===== src/logic/gds_pkg.sv =====
// constants, register map and helpers of the keypad-pin gpio block
// shared by the gpio top and its pin sense module
package gds_pkg;

    localparam int GDS_ADDR_W = 8;
    localparam int GDS_DATA_W = 16;
    localparam int GDS_COL_N = 8;
    localparam int GDS_ROW_N = 12;
    localparam int GDS_RHI_N = 4;
    localparam int GDS_PIN_N = 20;

    // field positions inside a 16-bit data/mask word
    localparam int GDS_DAT_MSB = 7;
    localparam int GDS_DAT_LSB = 0;
    localparam int GDS_MASK_MSB = 15;
    localparam int GDS_MASK_LSB = 8;

    // lanes of the 20-pin vector: columns, row low, row high
    localparam int GDS_COL_MSB = 7;
    localparam int GDS_COL_LSB = 0;
    localparam int GDS_RLO_MSB = 15;
    localparam int GDS_RLO_LSB = 8;
    localparam int GDS_RHI_MSB = 19;
    localparam int GDS_RHI_LSB = 16;

    // register offsets
    localparam logic [7:0] GDS_COL_DATA_OFS = 8'hc0;
    localparam logic [7:0] GDS_RLO_DATA_OFS = 8'hc2;
    localparam logic [7:0] GDS_RHI_DATA_OFS = 8'hc4;
    localparam logic [7:0] GDS_COL_DIR_OFS = 8'hc6;
    localparam logic [7:0] GDS_RLO_DIR_OFS = 8'hc7;
    localparam logic [7:0] GDS_RHI_DIR_OFS = 8'hc8;
    localparam logic [7:0] GDS_COL_SENSE_OFS = 8'hc9;
    localparam logic [7:0] GDS_RLO_SENSE_OFS = 8'hca;
    localparam logic [7:0] GDS_RHI_SENSE_OFS = 8'hcb;
    localparam logic [7:0] GDS_COL_POL_OFS = 8'hcf;
    localparam logic [7:0] GDS_RLO_POL_OFS = 8'hd0;
    localparam logic [7:0] GDS_RHI_POL_OFS = 8'hd1;

    // reset values
    localparam logic [7:0] GDS_DIR_LO_RST = 8'h00;
    localparam logic [3:0] GDS_DIR_RHI_RST = 4'h8;
    localparam logic [19:0] GDS_DIR_RST = {GDS_DIR_RHI_RST, GDS_DIR_LO_RST, GDS_DIR_LO_RST};
    localparam logic [19:0] GDS_POL_RST = 20'hf_ffff;
    localparam logic [19:0] GDS_CLR20 = 20'h0_0000;
    localparam logic [15:0] GDS_ZERO16 = 16'h0000;
    localparam logic [15:0] GDS_RHI_RSVD = 16'hf0f0;
    localparam logic [7:0] GDS_ALL8 = 8'hff;

    // one-hot lane select of an address among three offsets
    function automatic logic [2:0] gds_hit3(input logic [7:0] a, input logic [7:0] o0,
                                            input logic [7:0] o1, input logic [7:0] o2);
        return {a == o2, a == o1, a == o0};
    endfunction

    // spread an 8-bit value onto the selected lane of the pin vector
    function automatic logic [19:0] gds_lanes(input logic [2:0] sel, input logic [7:0] v);
        return {sel[2] ? v[GDS_RHI_N-1:0] : {GDS_RHI_N{1'b0}},
                sel[1] ? v : 8'h00,
                sel[0] ? v : 8'h00};
    endfunction

    // replace the selected lane, reserved high-row bits dropped
    function automatic logic [19:0] gds_upd(input logic [19:0] old, input logic [2:0] sel,
                                            input logic [7:0] v);
        return (old & ~gds_lanes(sel, GDS_ALL8)) | gds_lanes(sel, v);
    endfunction

    // selected lane of the pin vector, zero-extended
    function automatic logic [15:0] gds_rd8(input logic [2:0] sel, input logic [19:0] vec);
        logic [15:0] r;
        r = GDS_ZERO16;
        if (sel[0]) r = {8'h00, vec[GDS_COL_MSB:GDS_COL_LSB]};
        if (sel[1]) r = {8'h00, vec[GDS_RLO_MSB:GDS_RLO_LSB]};
        if (sel[2]) r = {12'h000, vec[GDS_RHI_MSB:GDS_RHI_LSB]};
        return r;
    endfunction

endpackage


===== src/logic/gds_gpio.sv =====
// keypad-pin gpio: data/mask, direction, sense and polarity registers
// register port driven by the device's serial slave on mclk_i;
// pins are asynchronous and resolved by the testbench from out/oe
`timescale 1ns/1ps
module gds_gpio
    import gds_pkg::*;
(
    // clock and reset
    input wire logic mclk_i,
    input wire logic rst_b_i,
    // register port
    input wire logic reg_wr_i,
    input wire logic reg_rd_i,
    input wire logic [GDS_ADDR_W-1:0] reg_addr_i,
    input wire logic [GDS_DATA_W-1:0] reg_wdata_i,
    output logic [GDS_DATA_W-1:0] reg_rdata_o,
    output logic reg_rack_o,
    // column pins
    input wire logic [GDS_COL_N-1:0] col_in_i,
    output logic [GDS_COL_N-1:0] col_out_o,
    output logic [GDS_COL_N-1:0] col_oe_o,
    // row pins
    input wire logic [GDS_ROW_N-1:0] row_in_i,
    output logic [GDS_ROW_N-1:0] row_out_o,
    output logic [GDS_ROW_N-1:0] row_oe_o,
    // per-pin interrupt condition, columns then rows
    output logic [GDS_PIN_N-1:0] irq_cond_o
);

    // pin vector order: col[7:0], row[7:0], row[11:8]
    logic [GDS_PIN_N-1:0] dir_r;
    logic [GDS_PIN_N-1:0] dir_nxt;
    logic [GDS_PIN_N-1:0] sense_r;
    logic [GDS_PIN_N-1:0] sense_nxt;
    logic [GDS_PIN_N-1:0] pol_r;
    logic [GDS_PIN_N-1:0] pol_nxt;
    logic [GDS_PIN_N-1:0] mask_r;
    logic [GDS_PIN_N-1:0] mask_nxt;
    logic [GDS_PIN_N-1:0] out_r;
    logic [GDS_PIN_N-1:0] out_nxt;
    logic [GDS_DATA_W-1:0] rdata_r;
    logic [GDS_DATA_W-1:0] rdata_nxt;
    logic rack_r;
    logic [GDS_PIN_N-1:0] lvl_w;
    logic [GDS_PIN_N-1:0] cond_w;

    // address decode, one lane select per register group
    wire [2:0] a_data_w = gds_hit3(reg_addr_i, GDS_COL_DATA_OFS, GDS_RLO_DATA_OFS,
                                   GDS_RHI_DATA_OFS);
    wire [2:0] a_dir_w = gds_hit3(reg_addr_i, GDS_COL_DIR_OFS, GDS_RLO_DIR_OFS,
                                  GDS_RHI_DIR_OFS);
    wire [2:0] a_sense_w = gds_hit3(reg_addr_i, GDS_COL_SENSE_OFS, GDS_RLO_SENSE_OFS,
                                    GDS_RHI_SENSE_OFS);
    wire [2:0] a_pol_w = gds_hit3(reg_addr_i, GDS_COL_POL_OFS, GDS_RLO_POL_OFS,
                                  GDS_RHI_POL_OFS);

    wire [2:0] w_data_w = reg_wr_i ? a_data_w : 3'b000;
    wire [2:0] w_dir_w = reg_wr_i ? a_dir_w : 3'b000;
    wire [2:0] w_sense_w = reg_wr_i ? a_sense_w : 3'b000;
    wire [2:0] w_pol_w = reg_wr_i ? a_pol_w : 3'b000;

    wire [7:0] wmask_w = reg_wdata_i[GDS_MASK_MSB:GDS_MASK_LSB];
    wire [7:0] wdat_w = reg_wdata_i[GDS_DAT_MSB:GDS_DAT_LSB];
    wire [7:0] wlow_w = reg_wdata_i[GDS_DAT_MSB:GDS_DAT_LSB];

    // written mask bits on output pins only
    wire [GDS_PIN_N-1:0] wr_mask_w = gds_lanes(w_data_w, wmask_w);
    wire [GDS_PIN_N-1:0] wr_dat_w = gds_lanes(w_data_w, wdat_w);
    wire [GDS_PIN_N-1:0] gate_w = wr_mask_w & dir_r;

    assign out_nxt = (out_r & ~gate_w) | (wr_dat_w & gate_w);
    assign mask_nxt = gds_upd(mask_r, w_data_w, wmask_w);
    assign dir_nxt = gds_upd(dir_r, w_dir_w, wlow_w);
    assign sense_nxt = gds_upd(sense_r, w_sense_w, wlow_w);
    assign pol_nxt = gds_upd(pol_r, w_pol_w, wlow_w);

    // read mux: data field is the synchronised pin level
    wire [GDS_DATA_W-1:0] rd_data_w = (gds_rd8(a_data_w, mask_r) << GDS_MASK_LSB)
                                      | gds_rd8(a_data_w, lvl_w);
    wire [GDS_DATA_W-1:0] rd_cfg_w = gds_rd8(a_dir_w, dir_r) | gds_rd8(a_sense_w, sense_r)
                                     | gds_rd8(a_pol_w, pol_r);

    assign rdata_nxt = reg_rd_i ? (rd_data_w | rd_cfg_w) : rdata_r;

    always_ff @(posedge mclk_i or negedge rst_b_i) begin
        if (!rst_b_i) begin
            dir_r <= GDS_DIR_RST;
            sense_r <= GDS_CLR20;
            pol_r <= GDS_POL_RST;
            mask_r <= GDS_CLR20;
            out_r <= GDS_CLR20;
        end else begin
            dir_r <= dir_nxt;
            sense_r <= sense_nxt;
            pol_r <= pol_nxt;
            mask_r <= mask_nxt;
            out_r <= out_nxt;
        end
    end

    always_ff @(posedge mclk_i or negedge rst_b_i) begin
        if (!rst_b_i) begin
            rdata_r <= GDS_ZERO16;
            rack_r <= 1'b0;
        end else begin
            rdata_r <= rdata_nxt;
            rack_r <= reg_rd_i;
        end
    end

    gds_pin_sense u_sense (
        .mclk_i(mclk_i),
        .rst_b_i(rst_b_i),
        .pin_i({row_in_i, col_in_i}),
        .dir_i(dir_r),
        .sense_i(sense_r),
        .pol_i(pol_r),
        .level_o(lvl_w),
        .cond_o(cond_w)
    );

    // pin drive: enable follows direction
    assign col_out_o = out_r[GDS_COL_MSB:GDS_COL_LSB];
    assign col_oe_o = dir_r[GDS_COL_MSB:GDS_COL_LSB];
    assign row_out_o = out_r[GDS_RHI_MSB:GDS_RLO_LSB];
    assign row_oe_o = dir_r[GDS_RHI_MSB:GDS_RLO_LSB];
    assign irq_cond_o = cond_w;
    assign reg_rdata_o = rdata_r;
    assign reg_rack_o = rack_r;

    // assertion helpers
    wire [7:0] col_gate_w = wmask_w & dir_r[GDS_COL_MSB:GDS_COL_LSB];
    wire [7:0] col_out_w = out_r[GDS_COL_MSB:GDS_COL_LSB];
    wire [7:0] col_lvl_w = lvl_w[GDS_COL_MSB:GDS_COL_LSB];
    wire [7:0] col_in_dir_w = ~dir_r[GDS_COL_MSB:GDS_COL_LSB];
    wire [7:0] rlo_mask_w = mask_r[GDS_RLO_MSB:GDS_RLO_LSB];
    wire [3:0] rhi_dir_w = dir_r[GDS_RHI_MSB:GDS_RHI_LSB];
    wire [3:0] wnib_w = reg_wdata_i[GDS_RHI_N-1:0];
    wire [3:0] rhi_oe_w = row_oe_o[GDS_ROW_N-1:GDS_RLO_MSB-GDS_RLO_LSB+1];
    wire unmapped_w = ~|{a_data_w, a_dir_w, a_sense_w, a_pol_w};
    wire [3:0] wmask_hi_w = reg_wdata_i[GDS_MASK_LSB+GDS_RHI_N-1:GDS_MASK_LSB];
    wire [3:0] rhi_gate_w = wmask_hi_w & rhi_dir_w;
    wire [3:0] rhi_out_w = out_r[GDS_RHI_MSB:GDS_RHI_LSB];
    wire [3:0] rhi_lvl_w = lvl_w[GDS_RHI_MSB:GDS_RHI_LSB];
    wire [3:0] rhi_sense_w = sense_r[GDS_RHI_MSB:GDS_RHI_LSB];
    wire [7:0] rlo_gate_w = wmask_w & dir_r[GDS_RLO_MSB:GDS_RLO_LSB];
    wire [7:0] rlo_out_w = out_r[GDS_RLO_MSB:GDS_RLO_LSB];
    wire [15:0] dir_lo_w = dir_r[GDS_RLO_MSB:GDS_COL_LSB];
endmodule


===== src/logic/gds_pin_sense.sv =====
// pin synchroniser and per-pin interrupt condition
// pins are asynchronous; config comes from the gpio registers on mclk_i
`timescale 1ns/1ps
module gds_pin_sense
    import gds_pkg::*;
(
    // clock and reset
    input wire logic mclk_i,
    input wire logic rst_b_i,
    // pins and configuration
    input wire logic [GDS_PIN_N-1:0] pin_i,
    input wire logic [GDS_PIN_N-1:0] dir_i,
    input wire logic [GDS_PIN_N-1:0] sense_i,
    input wire logic [GDS_PIN_N-1:0] pol_i,
    // synchronised level and condition
    output logic [GDS_PIN_N-1:0] level_o,
    output logic [GDS_PIN_N-1:0] cond_o
);

    logic [GDS_PIN_N-1:0] s1_r;
    logic [GDS_PIN_N-1:0] s2_r;
    logic [GDS_PIN_N-1:0] s3_r;
    logic [GDS_PIN_N-1:0] cond_r;
    logic [GDS_PIN_N-1:0] cond_nxt;
    logic p1_r;
    logic p2_r;
    logic p3_r;
    wire [GDS_PIN_N-1:0] now_act_w = ~(s2_r ^ pol_i);
    wire [GDS_PIN_N-1:0] was_act_w = ~(s3_r ^ pol_i);
    // no edge until s3_r holds a real sample, else a pin held active
    // through reset looks like a fresh edge
    wire [GDS_PIN_N-1:0] seen_w = {GDS_PIN_N{p3_r}};

    // level mode holds while active, edge mode fires on entry only
    assign cond_nxt = ~dir_i & now_act_w & (sense_i | (seen_w & ~was_act_w));

    always_ff @(posedge mclk_i or negedge rst_b_i) begin
        if (!rst_b_i) begin
            s1_r <= GDS_CLR20;
            s2_r <= GDS_CLR20;
            s3_r <= GDS_CLR20;
            cond_r <= GDS_CLR20;
            p1_r <= 1'b0;
            p2_r <= 1'b0;
            p3_r <= 1'b0;
        end else begin
            s1_r <= pin_i;
            s2_r <= s1_r;
            s3_r <= s2_r;
            cond_r <= cond_nxt;
            p1_r <= 1'b1;
            p2_r <= p1_r;
            p3_r <= p2_r;
        end
    end

    assign level_o = s2_r;
    assign cond_o = cond_r;
endmodule


===== config.mk =====
export PLATFORM = sky130hd
export DESIGN_NAME = gds_gpio
export DESIGN_NICKNAME = d
export VERILOG_FILES = /design/src/logic/gds_pkg.sv /design/src/logic/gds_gpio.sv /design/src/logic/gds_pin_sense.sv
export SDC_FILE = /design/constraint.sdc
export NUM_CORES = 1
export LEC_CHECK = 0
export ABC_AREA = 1
export BUFFER_PORTS_ARGS = -buffer_cell sky130_fd_sc_hd__buf_2
export CORE_ASPECT_RATIO = 1.2
export CORE_MARGIN = 2
export CORE_UTILIZATION = 30
export DETAILED_ROUTE_END_ITERATION = 12
export SYNTH_ARGS = -nofsm -noshare
export SYNTH_HDL_FRONTEND = slang
export SYNTH_SLANG_ARGS = --single-unit

===== constraint.sdc =====
create_clock -name mclk_i -period 1.07 [get_ports mclk_i]
set_input_delay 0.0535 -clock mclk_i [delete_from_list [all_inputs] [get_ports mclk_i]]
set_output_delay 0.0535 -clock mclk_i [all_outputs]
set_load 0.01 [all_outputs]

==> reports/qor.txt, run 1 <==
final setup margin -> -0.165 ns
commonest non-fill, non-tap cells in the layout -> nand2_1 (199), dfrtp_1 (176), buf_2 (99)
Final Hold Viols -> 0
RSZ-0062 raised after global routing -> yes
WL/cell -> 16.7 µm
EDFF count, synth -> 0
run status -> finished, violations left
clk sinks -> 200
Hold Slack -> 0.0709 ns
CP endpoint -> row_oe_o[11]
Crit Reg-Reg Endpoint -> reg_rdata_o[3]$_DFFE_PN0P_
Netlist cell types -> 36
arrival time worst endpoint -> 1.18 ns
total grt overflow -> 0
Rows -> 66
sequential share of power -> 0.500
Crit path largest cell delay -> 0.55 ns
DRT antenna net count -> 0
crit-path leading delay family -> flip-flops
FF+latch count, synth -> 200
die width -> 156 µm
Synth Net Count -> 910
detailed placement HPWL -> 17,500 µm
Sw Ratio -> 0.264
first-pass GRT wire length -> 38,600 µm
CTS clock-pin slew for the worst setup and hold paths -> 0.07 ns
Die ar. -> 29,200 µm²
commonest non-fill, non-tap cell in the layout -> nand2_1
final wirelength -> 25,100 µm
layout cells sized above 1 -> 0.356
DRT iter0 DRCs -> 404
Ant. Diodes -> 0
Leak -> 0.00567 µW
CTS tree -> yes
Synth Area per Inst -> 9.69 µm²
vias -> 7,097
max-slew violations -> 0
I/O pins -> 125
Layout Nets -> 1,199
register-to-register setup slack -> -0.08 ns
CP startpoint kind -> flop
PortBufs -> 124
All-Layer GR Usage -> 0.173
combinational power share -> 0.104
violated checks -> setup timing
part of the cycle the worst path needs -> 1.15
number of global-route vias before repair -> 6,885
clock power share -> 0.396
crit path max fanout -> 2
die outline height -> 187 µm
Cell Area, Synth -> 8350 µm²
worst slack, placed -> -0.335 ns
slowest CP cell -> dfstp_2
Tightest Hold Check Type -> input port to asynchronous set/reset pin
fmax -> 810 MHz
Initial Util -> 0.307
switching power -> 4320 µW
initial antenna violation count -> 0
CP most frequent cell -> buf_6
Area Growth Syn to Fin -> 42.6%
DRC viols -> 0
pwr/cell area -> 1370 nW/µm²
clock root buffer -> clkbuf_16
H-tree depth -> 4
clk buf depth -> 2
Worst path depth -> 2
Main synth FF type -> dfrtp_1
clock latency on the worst-skew pair -> 0.45 ns
R2R cell count -> 7
Pint -> 12,000 µW
final setup fails -> 33
critical path required time -> 1.02 ns
core box area -> 27,300 µm²
CP Class -> flop to output port
Seq/Total Area, Yosys -> 0.602
Synth Instances -> 862
Synthesis Warnings -> 0
FFs w/ async S/R, synth -> 1.00
max_cap viols -> 0
Finished Layout Cells -> 1,504
routability cong. -> 0.871
Vias/cell -> 4.72
Inst Count DP -> 1,384
largest net degree at the start of global routing -> 46
CP cell instances -> buf_6 -> buf_6
buffers and inverters on the worst path -> 2
Pwr Total -> 16,300 µW
Peak supply drop -> 0.773 mV
Final min period -> 1.23 ns
total CTS buffers -> 17
CP endpoint kind -> output port
First-pass DRT Iterations -> 5
skew final -> 0.0113 ns
cell usage after synthesis (4+ instances only):
cell,count,area (µm²)
a211oi_1,9,67.6
a21oi_1,13,65.1
buf_2,11,55.1
buf_4,4,30.0
clkbuf_1,6,22.5
dfrtp_1,179,4480
dfstp_2,21,552
inv_1,58,218
inv_2,7,26.3
mux2_1,4,45.0
mux2_2,8,90.1
nand2_1,205,769
nand2_2,7,43.8
nand3_1,82,410
nand3_2,10,100
nor2_1,47,176
nor2_4,6,67.6
o211ai_1,5,37.5
o21a_1,13,97.6
o21ai_0,82,410
o21ai_1,48,240
xor2_1,6,52.6
metrics by stage:
| stage | util | setup TNS, ns | cell area, µm² |
|---|---|---|---|
| 2_1_floorplan | - | -0.541 | 8390 |
| 3_3_place_gp | 0.370 | -20.92 | 10100 |
| 3_5_place_dp | 0.370 | -23.57 | 10100 |
| 4_1_cts | 0.422 | -1.78 | 11500 |
| 5_1_grt | 0.437 | -3.32 | 11900 |
| 6_report | 0.437 | -1.77 | 11900 |
kinds of logic after synthesis:
| logic type | count (synthesis) | share of synthesized area |
|---|---|---|
| multiplexers | 12 | 0.0162 |
| other | 1 | 0.000449 |
| XOR/XNOR | 9 | 0.00944 |
| AO/OA/AOI/OAI | 176 | 0.118 |
| flip-flops | 200 | 0.602 |
| buffers and inverters | 91 | 0.0476 |
| AND/OR/NAND/NOR | 373 | 0.206 |
final cells by class:
| cell class | instances | area (µm²) |
|---|---|---|
| Clock buffer | 18 | 429 |
| Sequential cell | 200 | 5030 |
| Multi-Input combinational cell | 571 | 3160 |
| Inverter | 66 | 270 |
| Fill cell | 2602 | 15300 |
| Timing Repair Buffer | 295 | 2440 |
| Clock inverter | 14 | 154 |
| Tap cell | 340 | 425 |
layer usage:
layer	part of all wire	global-route usage
met5	0	0
met4	0.027	0.0748
met3	0.052	0.0346
met2	0.47	0.277
met1	0.45	0.229
power by group through the flow:
stage	sequential (µW)	clock, µW	combinational, µW
2_1_floorplan	8300	0	490
3_3_place_gp	8290	0	1300
3_5_place_dp	8290	0	1320
4_1_cts	8150	6620	1610
5_1_grt	8220	6920	1850
6_report	8180	6470	1690
worst min-delay path by stage:
stage / endpoint / startpoint / slack, ns / cells past startpoint
after floorplan: asynchronous set/reset pin / rst_b_i / -0.24 / 0
final: u_sense.s1_r[2]$_DFF_PN0_ / rst_b_i / 0.07 / 2
after detailed placement: u_sense.s1_r[2]$_DFF_PN0_ / rst_b_i / -0.02 / 1
after global placement: u_sense.s1_r[2]$_DFF_PN0_ / rst_b_i / -0.02 / 1
after global routing: u_sense.s1_r[16]$_DFF_PN0_ / rst_b_i / 0.08 / 2
after CTS: u_sense.s1_r[2]$_DFF_PN0_ / rst_b_i / 0.06 / 2
timing repair:
| action | in CTS | in global routing |
|---|---|---|
| hold buffers | 38 | 0 |
| gates cloned | 0 | 1 |
| endpoints found under the hold margin | 249 | 0 |
| setup endpoints to repair | 35 | 61 |
| buffers inserted | 32 | 20 |
| resized for setup | 55 | 82 |
| pin swaps | 11 | 35 |
(Power assumes the default switching activity.)
==> run 2, diff against run 1 <==
==> constraint.sdc (replaced) <==
create_clock -name mclk_i -period 1.07 [get_ports mclk_i]
set_input_delay 0.107 -clock mclk_i [delete_from_list [all_inputs] [get_ports mclk_i]]
set_output_delay 0.107 -clock mclk_i [all_outputs]
set_load 0.01 [all_outputs]
==> run 2 against run 1 <==
The flow still finishes with violations (setup timing); clock power decreased by 2%; wire length increased by 0.75%; sequential share of layout area down 0.99 points; register-to-register slack lost 0.11 ns; flip-flop and latch count did not move; largest cell class unchanged.
==> reports/qor.txt, run 2 (same netlist as run 1, synthesis figures left out) <==
run status -> finished, violations left
violated checks -> setup timing
clk sinks -> 200
buffers and inverters on the worst path -> 2
combinational power share -> 0.108
Crit Reg-Reg Endpoint -> u_sense.cond_o[7]$_DFF_PN0_
R2R cell count -> 5
commonest non-fill, non-tap cells in the layout -> nand2_1 (198), dfrtp_1 (177), buf_4 (119)
Ant. Diodes -> 0
Final min period -> 1.30 ns
Peak supply drop -> 0.883 mV
worst slack, placed -> -0.385 ns
Hold Slack -> 0.0882 ns
All-Layer GR Usage -> 0.175
skew final -> 0.0111 ns
H-tree depth -> 4
Vias/cell -> 4.69
met3 wire len -> 1110 µm
CP cell instances -> buf_6 -> buf_6
final setup margin -> -0.232 ns
CP endpoint kind -> output port
vias -> 7,178
max-slew violations -> 0
Sw Ratio -> 0.268
initial antenna violation count -> 0
crit-path leading delay family -> flip-flops
switching power -> 4360 µW
Final Hold Viols -> 0
DRT antenna net count -> 0
clock latency on the worst-skew pair -> 0.45 ns
register-to-register setup slack -> -0.19 ns
DRC viols -> 0
CP startpoint kind -> flop
Initial Util -> 0.307
layout cells sized above 1 -> 0.389
final wirelength -> 25,300 µm
Area Growth Syn to Fin -> 46.0%
detailed placement HPWL -> 17,500 µm
pwr/cell area -> 1330 nW/µm²
WL/cell -> 16.5 µm
routability cong. -> 0.875
HP Start -> reg_rd_i
Finished Core Util -> 0.447
hold path depth -> 3
fmax -> 768 MHz
CTS tree -> yes
max_cap viols -> 0
Leak -> 0.00582 µW
part of the cycle the worst path needs -> 1.22
Met2 Wirelength -> 12,100 µm
Pint -> 11,900 µW
total grt overflow -> 0
Top Layer Used -> met4
First-pass DRT Iterations -> 5
largest net degree at the start of global routing -> 51
TNS Setup -> -3.35 ns
CP most frequent cell -> buf_6
CTS clock-pin slew for the worst setup and hold paths -> 0.08 ns
CP Class -> flop to output port
Die ar. -> 29,200 µm²
Layout Nets -> 1,225
Pwr Total -> 16,300 µW
PortBufs -> 124
sequential share of power -> 0.504
Rows -> 66
slowest CP cell -> dfstp_2
die width -> 156 µm
total CTS buffers -> 17
arrival time worst endpoint -> 1.19 ns
core box area -> 27,300 µm²
clock power share -> 0.389
Met1 Routed Length -> 11,300 µm
final setup fails -> 60
WHS Endpoint -> reg_rdata_o[5]$_DFFE_PN0P_
DRT iter0 DRCs -> 451
die outline height -> 187 µm
commonest non-fill, non-tap cell in the layout -> nand2_1
first-pass GRT wire length -> 39,000 µm
crit path max fanout -> 2
clk buf depth -> 2
clock root buffer -> clkbuf_16
critical path required time -> 0.96 ns
Crit path largest cell delay -> 0.55 ns
RSZ-0062 raised after global routing -> yes
number of global-route vias before repair -> 7,111
I/O pins -> 125
Tightest Hold Check Type -> input port to flop
[run 2: area by class of cell]
class | instances | area [µm²]
inverters | 66 | 270
well taps | 340 | 425
repair buffers | 321 | 2660
clock buffers | 19 | 443
fillers | 2617 | 15100
flip-flops and latches | 200 | 5030
clock inverters | 13 | 129
multi-input cells | 571 | 3230
[run 2: per-stage QoR]
step	cell area [µm²]	instances
after detailed placement	10200	1391
final	12200	1530
after CTS	11800	1517
after global routing	12200	1530
after floorplan	8410	862
after global placement	10200	1391
[run 2: how the worst max path moves through the flow]
stage	from	to	depth (start not counted)
6_report	flop	row_oe_o[11]	2
4_1_cts	flop	row_oe_o[11]	2
3_5_place_dp	reg_addr_i[4]	reg_rdata_o[2]$_DFFE_PN0P_	13
3_3_place_gp	reg_addr_i[4]	reg_rdata_o[2]$_DFFE_PN0P_	13
5_1_grt	flop	row_oe_o[11]	2
2_1_floorplan	reg_addr_i[4]	flop	8
[run 2: timing repair]
action	in CTS	in global routing
hold buffers	38	0
pin swaps	16	42
endpoints found under the hold margin	194	0
setup buffers	57	13
gates resized for setup	68	87
setup endpoints to repair	86	97
cloned	0	1
[run 2: per-layer routing]
layer / vias to the layer above / global-route usage
met3: 43 / 0.0279
li1: 3495 / -
met4: 0 / 0.0720
met1: 3448 / 0.237
met5: - / 0
met2: 192 / 0.280
[run 2: worst reg2reg max path, stage by stage, from the launching register on]
cell	delay, ns
dfstp_2	0.55
inv_2	0.05
a211oi_2	0.16
a21oi_1	0.09
a211oi_2	0.21
buf_4	0.15
[run 2: power by group through the flow]
stage | Clock, µW | Sequential (µW) | Combinational [µW]
global route | 6790 | 8230 | 1920
CTS | 6490 | 8160 | 1680
global placement | 0 | 8290 | 1340
floorplan | 0 | 8300 | 492
finish | 6320 | 8190 | 1750
detailed placement | 0 | 8300 | 1360
